### config.mk
export PLATFORM = sky130hd
export DESIGN_NAME = rfm_device_flat
export DESIGN_NICKNAME = d
export VERILOG_FILES = /design/src/verilog/rfm_pkg.sv /design/src/verilog/rfm_link_if.sv /design/src/verilog/rfm_chan_regs.sv /design/src/verilog/rfm_device.sv /design/src/flat_wrapper.sv
export VERILOG_INCLUDE_DIRS = /design/src /design/src/verilog
export SDC_FILE = /design/constraint.sdc
export NUM_CORES = 1
export LEC_CHECK = 0
export BUFFER_PORTS_ARGS = -buffer_cell sky130_fd_sc_hd__buf_2
export CAP_MARGIN = 10
export CORE_AREA = 2 2 86 88
export DETAILED_ROUTE_END_ITERATION = 7
export DIE_AREA = 0 0 88 90
export PLACE_DENSITY = 0.83
export SLEW_MARGIN = 20
export SYNTH_ARGS = -nofsm -noshare
export SYNTH_HDL_FRONTEND = slang
export SYNTH_SLANG_ARGS = --single-unit
### constraint.sdc
create_clock -name clk_i -period 3.6 [get_ports clk_i]
set_input_delay 0.36 -clock clk_i [delete_from_list [all_inputs] [get_ports clk_i]]
set_output_delay 0.36 -clock clk_i [all_outputs]
set_load 0.01 [all_outputs]
### src/verilog/rfm_params.svh
// Constants for the refresh-mask and oscillator-count mode registers.
// Assumes inclusion by bare name from files under verilog/ and tb/.
`ifndef RFM_PARAMS_SVH
`define RFM_PARAMS_SVH

`define RFM_MA_W            6
`define RFM_OP_W            8
`define RFM_MA_BANK_MASK    6'h10
`define RFM_MA_SEG_MASK     6'h11
`define RFM_MA_OSC_LOW      6'h12
`define RFM_MA_OSC_HIGH     6'h13
`define RFM_MASK_RESET      8'h00
`define RFM_OSC_RESET       16'h0000
`define RFM_OSC_MAX         16'hFFFF
`define RFM_RD_IDLE         8'h00
`define RFM_CHANNELS        2
`define RFM_NOSEG_HI_BITS   2'h0
`define RFM_SEG_KEEP_W      6
`define RFM_SEG_W           3
`define RFM_SEG_LSB_1G      10
`define RFM_SEG_LSB_2G      11
`define RFM_SEG_LSB_4G      12
`define RFM_SEG_LSB_8G      13
`define RFM_DENS_1G         2'h0
`define RFM_DENS_2G         2'h1
`define RFM_DENS_4G         2'h2

`endif

### src/verilog/rfm_pkg.sv
// Types shared by both ends of the mode-register link.
// Assumes rfm_params.svh is on the include path.
`include "rfm_params.svh"

package rfm_pkg;

    typedef logic [`RFM_MA_W-1:0] rfm_addr_type;
    typedef logic [`RFM_OP_W-1:0] rfm_byte_type;

    typedef enum logic [1:0] {
        RFM_CMD_WRITE,
        RFM_CMD_READ,
        RFM_CMD_OSC_START,
        RFM_CMD_OSC_STOP
    } rfm_cmd_type;

endpackage : rfm_pkg

### src/verilog/rfm_link_if.sv
// Mode-register command link between controller and device.
// Assumes one shared clock; the testbench connects both modports.
`timescale 1ns/100ps
`default_nettype none

interface rfm_link_if;
    logic                 cmd_valid;
    rfm_pkg::rfm_cmd_type cmd;
    rfm_pkg::rfm_addr_type mode_reg_address;
    rfm_pkg::rfm_byte_type operand_bits;
    logic                 chan_sel;
    logic                 rd_valid;
    rfm_pkg::rfm_byte_type rd_data;

    modport ctrl (
        output cmd_valid, cmd, mode_reg_address, operand_bits, chan_sel,
        input  rd_valid, rd_data
    );
    modport dev (
        input  cmd_valid, cmd, mode_reg_address, operand_bits, chan_sel,
        output rd_valid, rd_data
    );
endinterface : rfm_link_if

`default_nettype wire

### src/verilog/rfm_chan_regs.sv
// One channel's refresh masks and oscillator counter.
// Assumes decoded strobes from the device end on the same clock.
`timescale 1ns/100ps
`default_nettype none
`include "rfm_params.svh"

module rfm_chan_regs #(
    parameter int CNT_W = 16
) (
    // Clock and reset
    input  wire logic             clk_i,
    input  wire logic             sys_rst_i,
    // Strobes
    input  wire logic             wr_bank_i,
    input  wire logic             wr_seg_i,
    input  wire logic             osc_start_i,
    input  wire logic             osc_stop_i,
    input  wire logic             osc_tick_i,
    input  wire logic [7:0]       wdata_i,
    // State
    output logic      [7:0]       bank_mask_o,
    output logic      [7:0]       seg_mask_o,
    output logic      [CNT_W-1:0] osc_count_o,
    output logic                  osc_running_o
);
    // The count is read back as exactly two mode-register bytes
    if (CNT_W != 2 * `RFM_OP_W) begin : g_cnt_chk
        $error("rfm_chan_regs: count must be two bytes");
    end

    logic [7:0]       bank_q;
    logic [7:0]       seg_q;
    logic [CNT_W-1:0] cnt_q;
    logic             run_q;
    wire              cnt_sat = (cnt_q == `RFM_OSC_MAX);

    always_ff @(posedge clk_i) begin
        if (sys_rst_i) begin
            bank_q <= `RFM_MASK_RESET;
            seg_q  <= `RFM_MASK_RESET;
        end else begin
            if (wr_bank_i) begin
                bank_q <= wdata_i;
            end
            if (wr_seg_i) begin
                seg_q <= wdata_i;
            end
        end
    end

    // Counter saturates rather than wrapping so a long run stays monotone
    always_ff @(posedge clk_i) begin
        if (sys_rst_i) begin
            cnt_q <= `RFM_OSC_RESET;
            run_q <= 1'b0;
        end else if (osc_start_i) begin
            cnt_q <= `RFM_OSC_RESET;
            run_q <= 1'b1;
        end else if (osc_stop_i) begin
            run_q <= 1'b0;
        end else if (run_q && osc_tick_i && !cnt_sat) begin
            cnt_q <= cnt_q + 16'h0001;
        end
    end

    assign bank_mask_o   = bank_q;
    assign seg_mask_o    = seg_q;
    assign osc_count_o   = cnt_q;
    assign osc_running_o = run_q;
endmodule : rfm_chan_regs

`default_nettype wire

### src/verilog/rfm_device.sv
// Device end: decodes mode-register commands for two channels.
// Assumes the controller holds each command for one clock only.
`timescale 1ns/100ps
`default_nettype none
`include "rfm_params.svh"

module rfm_device #(
    parameter int ROW_W = 17
) (
    // Clock and reset
    input  wire logic               clk_i,
    input  wire logic               sys_rst_i,
    // Link
    rfm_link_if.dev                 link,
    // Oscillator ticks, one per channel, from the DQS oscillator
    input  wire logic [1:0]         osc_tick_i,
    // Refresh engine query
    input  wire logic               ref_chan_i,
    input  wire logic [2:0]         ref_bank_i,
    input  wire logic [ROW_W-1:0]   ref_row_i,
    input  wire logic [1:0]         density_sel_i,
    output logic                    ref_bank_skip_o,
    output logic                    ref_seg_skip_o,
    // Observed state
    output logic [1:0]              osc_running_o
);
    // ------------------------------------------------------------
    // Elaboration checks
    // ------------------------------------------------------------
    // The row port must reach the widest density's segment bits
    if (ROW_W < 17) begin : g_row_chk
        $error("rfm_device: row address too narrow");
    end
    // Channel select and tick vector are one and two bits wide
    if (`RFM_CHANNELS != 2) begin : g_chan_chk
        $error("rfm_device: exactly two channels are served");
    end

    // ------------------------------------------------------------
    // Command decode
    // ------------------------------------------------------------
    wire is_wr   = link.cmd_valid && (link.cmd == rfm_pkg::RFM_CMD_WRITE);
    wire is_rd   = link.cmd_valid && (link.cmd == rfm_pkg::RFM_CMD_READ);
    wire is_st   = link.cmd_valid && (link.cmd == rfm_pkg::RFM_CMD_OSC_START);
    wire is_sp   = link.cmd_valid && (link.cmd == rfm_pkg::RFM_CMD_OSC_STOP);
    wire hit_bk  = (link.mode_reg_address == `RFM_MA_BANK_MASK);
    wire hit_sg  = (link.mode_reg_address == `RFM_MA_SEG_MASK);
    wire hit_lo  = (link.mode_reg_address == `RFM_MA_OSC_LOW);
    wire hit_hi  = (link.mode_reg_address == `RFM_MA_OSC_HIGH);
    // Writes aimed at the read-only counts match no strobe and are lost
    wire wr_bank = is_wr && hit_bk;
    wire wr_seg  = is_wr && hit_sg;
    wire rd_osc  = is_rd && (hit_lo || hit_hi);

    logic [7:0]  bank_mask [`RFM_CHANNELS];
    logic [7:0]  seg_mask  [`RFM_CHANNELS];
    logic [15:0] osc_cnt   [`RFM_CHANNELS];

    // ------------------------------------------------------------
    // Per-channel register sets
    // ------------------------------------------------------------
    genvar ch;
    generate
        for (ch = 0; ch < `RFM_CHANNELS; ch++) begin : g_ch
            wire sel      = (link.chan_sel == 1'(ch));
            wire ch_wrb   = wr_bank && sel;
            wire ch_wrs   = wr_seg && sel;
            wire ch_start = is_st && sel;
            wire ch_stop  = is_sp && sel;
            rfm_chan_regs #(.CNT_W(16)) u_regs (
                .clk_i         (clk_i),
                .sys_rst_i     (sys_rst_i),
                .wr_bank_i     (ch_wrb),
                .wr_seg_i      (ch_wrs),
                .osc_start_i   (ch_start),
                .osc_stop_i    (ch_stop),
                .osc_tick_i    (osc_tick_i[ch]),
                .wdata_i       (link.operand_bits),
                .bank_mask_o   (bank_mask[ch]),
                .seg_mask_o    (seg_mask[ch]),
                .osc_count_o   (osc_cnt[ch]),
                .osc_running_o (osc_running_o[ch])
            );
        end
    endgenerate

    // ------------------------------------------------------------
    // Mode-register read; masks are write-only and read as zero
    // ------------------------------------------------------------
    // Both bytes come from the channel named in the read itself
    wire [15:0] rd_cnt     = osc_cnt[link.chan_sel];
    wire [7:0]  rd_lo_byte = rd_cnt[`RFM_OP_W-1:0];
    wire [7:0]  rd_hi_byte = rd_cnt[2*`RFM_OP_W-1:`RFM_OP_W];
    wire [7:0]  rd_mux     = hit_lo ? rd_lo_byte :
                             hit_hi ? rd_hi_byte :
                             `RFM_RD_IDLE;
    // Idle between answers keeps the data lines at a known zero
    wire [7:0]  rd_data_d  = rd_osc ? rd_mux : `RFM_RD_IDLE;
    logic [7:0] rd_data_q;
    logic       rd_valid_q;

    always_ff @(posedge clk_i) begin
        if (sys_rst_i) begin
            rd_data_q  <= `RFM_RD_IDLE;
            rd_valid_q <= 1'b0;
        end else begin
            rd_valid_q <= is_rd;
            rd_data_q  <= rd_data_d;
        end
    end

    assign link.rd_valid = rd_valid_q;
    assign link.rd_data  = rd_data_q;

    // ------------------------------------------------------------
    // Refresh skip query
    // ------------------------------------------------------------
    // Density 0:1Gb 1:2Gb 2:3/4Gb 3:6/8Gb; 12/16Gb not selectable,
    // so the top row bit only widens the port for a later density
    wire [2:0] seg_1g  = ref_row_i[`RFM_SEG_LSB_1G +: `RFM_SEG_W];
    wire [2:0] seg_2g  = ref_row_i[`RFM_SEG_LSB_2G +: `RFM_SEG_W];
    wire [2:0] seg_4g  = ref_row_i[`RFM_SEG_LSB_4G +: `RFM_SEG_W];
    wire [2:0] seg_8g  = ref_row_i[`RFM_SEG_LSB_8G +: `RFM_SEG_W];
    wire       is_1g   = (density_sel_i == `RFM_DENS_1G);
    wire       is_2g   = (density_sel_i == `RFM_DENS_2G);
    wire       is_4g   = (density_sel_i == `RFM_DENS_4G);
    wire [2:0] seg_idx = is_1g ? seg_1g :
                         is_2g ? seg_2g :
                         is_4g ? seg_4g :
                                 seg_8g;

    // Both channels are looked up and the query's channel picks one
    wire [1:0] bank_hit;
    wire [1:0] seg_hit;
    for (genvar qc = 0; qc < `RFM_CHANNELS; qc++) begin : g_query
        assign bank_hit[qc] = bank_mask[qc][ref_bank_i];
        assign seg_hit[qc]  = seg_mask[qc][seg_idx];
    end

    assign ref_bank_skip_o = bank_hit[ref_chan_i];
    assign ref_seg_skip_o  = seg_hit[ref_chan_i];
endmodule : rfm_device

`default_nettype wire

### src/flat_wrapper.sv
// flat-port wrapper written by rule: the top's interface ports become plain ports
module rfm_device_flat 
#(
    parameter int ROW_W = 17
)
  (clk_i, sys_rst_i, osc_tick_i, ref_chan_i, ref_bank_i, ref_row_i, density_sel_i, ref_bank_skip_o, ref_seg_skip_o, osc_running_o, link_cmd_valid, link_cmd, link_mode_reg_address, link_operand_bits, link_chan_sel, link_rd_valid, link_rd_data);
  rfm_link_if link_i ();
  input  wire logic clk_i;
  input  wire logic sys_rst_i;
  input  wire logic [1:0] osc_tick_i;
  input  wire logic ref_chan_i;
  input  wire logic [2:0] ref_bank_i;
  input  wire logic [ROW_W-1:0] ref_row_i;
  input  wire logic [1:0] density_sel_i;
  output logic ref_bank_skip_o;
  output logic ref_seg_skip_o;
  output logic [1:0] osc_running_o;
  input wire logic [$bits(link_i.cmd_valid)-1:0] link_cmd_valid;
  input wire logic [$bits(link_i.cmd)-1:0] link_cmd;
  input wire logic [$bits(link_i.mode_reg_address)-1:0] link_mode_reg_address;
  input wire logic [$bits(link_i.operand_bits)-1:0] link_operand_bits;
  input wire logic [$bits(link_i.chan_sel)-1:0] link_chan_sel;
  output wire logic [$bits(link_i.rd_valid)-1:0] link_rd_valid;
  output wire logic [$bits(link_i.rd_data)-1:0] link_rd_data;
  assign link_i.cmd_valid = link_cmd_valid;
  assign link_i.cmd = link_cmd;
  assign link_i.mode_reg_address = link_mode_reg_address;
  assign link_i.operand_bits = link_operand_bits;
  assign link_i.chan_sel = link_chan_sel;
  assign link_rd_valid = link_i.rd_valid;
  assign link_rd_data = link_i.rd_data;
  rfm_device #(.ROW_W(ROW_W)) u_core (.clk_i(clk_i), .sys_rst_i(sys_rst_i), .link(link_i), .osc_tick_i(osc_tick_i), .ref_chan_i(ref_chan_i), .ref_bank_i(ref_bank_i), .ref_row_i(ref_row_i), .density_sel_i(density_sel_i), .ref_bank_skip_o(ref_bank_skip_o), .ref_seg_skip_o(ref_seg_skip_o), .osc_running_o(osc_running_o));
endmodule
* Word-level counts from Yosys, hierarchy flattened *
Index checks and enable logic that the tools add are counted.

word-level totals
  output and inout port bits = 13
  input port bits = 45
  register bits = 75

operators by class
  add/subtract/negate cells = 2
  bitwise gates (word level) = 5
  reductions and logical operators = 31
  order comparisons = 4
  mux-type cells = 24
  equality and inequality tests = 11

operators by type and width
  cell                   count
  $mux 16                3
  $add 16x1->16 const B  2
  $eq 16x16->1 const B   2
  $eq 6x5->1 const B     4
  $logic_and 1x1->1      19
  $mux 8                 2
  $bmux 1 s3             4
  $mux 1                 12
  $mux 3                 3
  $lt 3x4->1 const B     2
  $eq 2x2->1 const B     3
  $reduce_or 2->1        3
  $eq 2x1->1 const B     2
  $logic_not 2->1        2
  $not 1->1              4
  $reduce_and 2->1       2
  $reduce_bool 2->1      2
  $ge 2x2->1 const B     1
  $logic_not 1->1        2
  $lt 1x2->1 const B     1
  $not 1->2              1
  $logic_or 1x1->1       1

* Logic depth before layout (Yosys ltp) *
  word-level depth = 8
  mapped depth = 7
  mapped depth without buffers = 6

* Cells and area by module *
Synthesis repeated with hierarchy kept, for this count alone.

unflattened totals
  cells, all modules = 401
  area total of the unflattened synthesis = 3,867.5 um^2

modules (own cells, without submodules)
  module         area an instance (um^2)  times used  cells an instance  seq. area each (um^2)
  rfm_chan_regs  1,467.7                  2           155                660.6
  rfm_device     932.1                    1           91                 180.2

* Least setup slack after synthesis *
Ideal clock, no wire load.

  path type = in2out
  start = input port density_sel_i[0]
  end = output port ref_seg_skip_o
  stages = 6
  arrival time = 1.557 ns
  data required time = 3.240 ns
  slack = 1.683 ns
  path buffers = 1
  cell sequence = mux4_2 buf_4 mux2i_1 mux2i_1 mux2i_1 mux2i_1

on the way
  cells in the longest elaborated chain, start to end = 8
  elaborated cells on any way between the ends = 12
  those cells by class = eq/ne: 2; mux: 9; reduce/logical: 1

ends and longest elaborated chain
  item                                          RTL line            text
  from (decl)                                   flat_wrapper.sv:14  input wire logic [1:0] density_sel_i;
  $eq 2x2->1 (no source line)                   -
  $mux 3                                        rfm_device.sv:129   is_4g ? seg_4g :
  $mux 3                                        rfm_device.sv:128   is_2g ? seg_2g :
  $mux 3 *                                      rfm_device.sv:127   wire [2:0] seg_idx = is_1g ? seg_1g :
  $bmux 1 s3                                    rfm_device.sv:137   assign seg_hit[qc] = seg_mask[qc][seg_idx];
  $mux 1 (implied by the code)                  rfm_device.sv:137
  $mux 1 (implied by the code) * (2 in series)  rfm_device.sv:141   assign ref_seg_skip_o = seg_hit[ref_chan_i];
  to (decl)                                     flat_wrapper.sv:16  output logic ref_seg_skip_o;

Mark *: on every way between the ends. The rest lies on a longest branch, timed or not. The select of a mux whose other input is x is not followed.

* Worst setup path after layout *
Ends and elaborated chain as after synthesis.

==> results_dict.tcl <==
set metrics [dict create \
    p_clk_share_pct 43.9 \
    switching_share_pct 23.4 \
    finalSetupViolations 0 \
    antenna_found_initial 0 \
    ys_types 44 \
    synth_most_common_cell "dfxtp_1" \
    status "complete, no violations" \
    num_rows 31 \
    setup_ws_ns 1.37 \
    end_kind "primary output" \
    regArea_sq_um 1500 \
    cts_resized 0 \
    min_period_over_period_pct 62.0 \
    hold_viol 0 \
    relSlewSlack_pct 48.3 \
    die-area_sq_um 7920 \
    grt_setup_unrepaired "false" \
    diodes 0 \
    worst_slew_pin_slew_ns 0.768 \
    drt_iter0_drc 217 \
    die_x_microns 88 \
    yosys_most_used_dff "dfxtp_1" \
    gp_congestion 0.878 \
    core_area_sq_um 7020 \
    period_needed_ns 2.23 \
    place.port_buffers 46 \
    maxCapViolCount 0 \
    slew_violations 0 \
    viasPerCell 5.61 \
    syn-num-nets 413 \
    p_total_mw 1.65 \
    cts_made_buffers 9 \
    cts.clk_slew.worst_paths_ns 0.08 \
    grt_max_degree 38 \
    holdCritPathClass "input pin to flop" \
    synth_top_cell_area_share_pct 40.5 \
    synthCells 366 \
    hpwl_mm 5.69 \
    crit_type "input pin to primary output" \
    cts_tree "built" \
    drcViolationCount 0 \
    wl_per_cell_microns 15.4 \
    route.vias.total 2865 \
    pre_cts_ws_ns 1.35 \
    ios 58 \
    routed_wl_mm 7.89 \
    initial_core_util_pct 52.9 \
    grt_first_pass_wirelength_mm 12.7 \
    seqPwrFrac_pct 50.5 \
    grt_pass1_vias 2693 \
    clockRootBuffer "clkbuf_8" \
    ir_worst_vdd_v 0.000194 \
    grt.total_usage_pct 20.4 \
    htreeDepth 3 \
    clock_latency_ns 0.35 \
    power_switching_mw 0.387 \
    fillCellCount 589 \
    async_reset_ff_share_pct 0 \
    postLayoutCoreUtil_pct 60.0 \
    layout-drive-gt1-share_pct 22.6 \
    area_delta_synth_final_pct 13.5 \
    drt_pass1_iterations 4 \
    grt-ovfl-total 0 \
    syn_area_per_cell_sq_um 10.1 \
    ys_seq_area_share_pct 40.5 \
    arrival_ns 1.87 \
    synth_area_leaders "dfxtp_1 (40%), mux2i_1 (13%), mux4_2 (8.5%), nor2_1 (6.8%), xnor2_1 (6.1%)" \
    cp-start-kind "input pin" \
    setup_tns_ns 0 \
    cp_max_fo 8 \
    placed_cells 495 \
    synth_seq_cells 75 \
    multi_input_area_sq_um 2100 \
    ctsHoldBuffers 0 \
    final_net_count 454 \
    p_int_mw 1.27 \
    die_h_microns 90 \
    yosys_warnings 0 \
    clock_sinks 75 \
    cts_setup_buffers 0 \
    leakagePower_nw 1.66 \
    synth_edf_count 0 \
    power.combinational.fraction_pct 5.6 \
    layout.cells.non_filler 511 \
    synth.top_cells.by_count "dfxtp_1 (75), nor2_1 (67), mux2i_1 (50)" \
    cp_data_required_time_ns 3.24 \
    p_per_area_nw_per_um2 392 \
    yosys.area.top_type "dfxtp_1" \
    syn_area_sq_um 3710 \
    cts.path.max_buffers 2 \
    antenna_left 0 \
    max_clock_freq_mhz 448 \
    clock_skew_ns 0.00767 \
]
-- critical path: stages --
cell	delay [ns]
buf_2	0.13
mux4_2	0.66
mux2i_1	0.17
mux2i_1	0.18
mux2i_1	0.10
mux2i_1	0.13
buf_2	0.14
-- per-stage QoR --
stage / hold WS (ns) / instance area [sq um]
4_1_cts: 0.278 / 4210
3_5_place_dp: 0.486 / 3980
6_report: 0.293 / 4210
2_1_floorplan: 0.449 / 3710
3_3_place_gp: 0.469 / 3980
5_1_grt: 0.309 / 4210
-- final cells by class --
cell class,instances,share of cell area (%)
Clock buffer,9,2.94
Inverter,3,0.267
Clock inverter,7,2.38
Multi-Input combinational cell,269,49.8
Sequential cell,75,35.7
Timing Repair Buffer,49,6.00
Tap cell,99,2.94
-- placed cells by master (no fill, tap or decap), drive strengths merged, types with 5 or more instances in the layout --
master / count
nor2: 67
xnor2: 26
mux4: 15
a2111oi: 5
nor4: 11
nand4: 8
inv: 5
dfxtp: 75
nand3: 15
nor2b: 8
nor3: 12
clkbuf: 9
mux2i: 50
buf: 49
nand2: 15
-- path summary, 6_finish.rpt --
path,startpoint,to,slack (ns),depth (start not counted)
worst min-delay path,link_cmd[1],u_core.link.rd_valid$_SDFF_PP0_,0.29,2
worst min register to register,u_core.g_ch[1].u_regs.bank_mask_o[2]$_SDFFE_PP0P_,u_core.g_ch[1].u_regs.bank_mask_o[2]$_SDFFE_PP0P_,0.50,2
worst max-delay path,density_sel_i[0],ref_seg_skip_o,1.37,7
worst max register to register,u_core.g_ch[0].u_regs.osc_count_o[0]$_SDFFE_PP0P_,u_core.g_ch[0].u_regs.osc_count_o[4]$_SDFFE_PP0P_,1.42,7
-- kinds of logic (layout without fill, tap and decap cells) --
group,Yosys count,in the layout,share of synthesized area [%]
AO/OA/AOI/OAI,14,14,3.94
XOR/XNOR,29,29,6.84
adder cells (fa/ha/maj),2,2,0.674
buffers and inverters,22,68,3.14
flip-flops,75,75,40.5
multiplexers,66,66,23.0
AND/OR/NAND/NOR,158,158,21.9
-- power groups by stage --
stage	combinational, mW	clock (mW)	sequential (mW)
finish	0.0928	0.725	0.834
global route	0.100	0.768	0.835
CTS	0.0926	0.734	0.834
detailed placement	0.0920	0	0.854
global placement	0.0900	0	0.854
floorplan	0.0570	0	0.853
-- registers in the layout, summed over array words and instances, names as in the netlist --
name / count
u_core.g_ch.u_regs.osc_running_o: 2
u_core.g_ch.u_regs.bank_mask_o: 16
u_core.link.rd_data: 8
u_core.g_ch.u_regs.osc_count_o: 32
u_core.g_ch.u_regs.seg_mask_o: 16
u_core.link.rd_valid: 1
-- layer usage --
layer | wire [microns] | vias to the layer above | global-route usage, % | part of all wire [%]
met3 | 503 | 12 | 4.22 | 6.4
met1 | 3420 | 1367 | 26.8 | 43
met5 | 0 | - | 0 | 0
met2 | 3830 | 93 | 32.3 | 49
li1 | - | 1393 | - | -
met4 | 138 | 0 | 8.59 | 1.7
No activity file was read; power rests on OpenSTA's default activity.
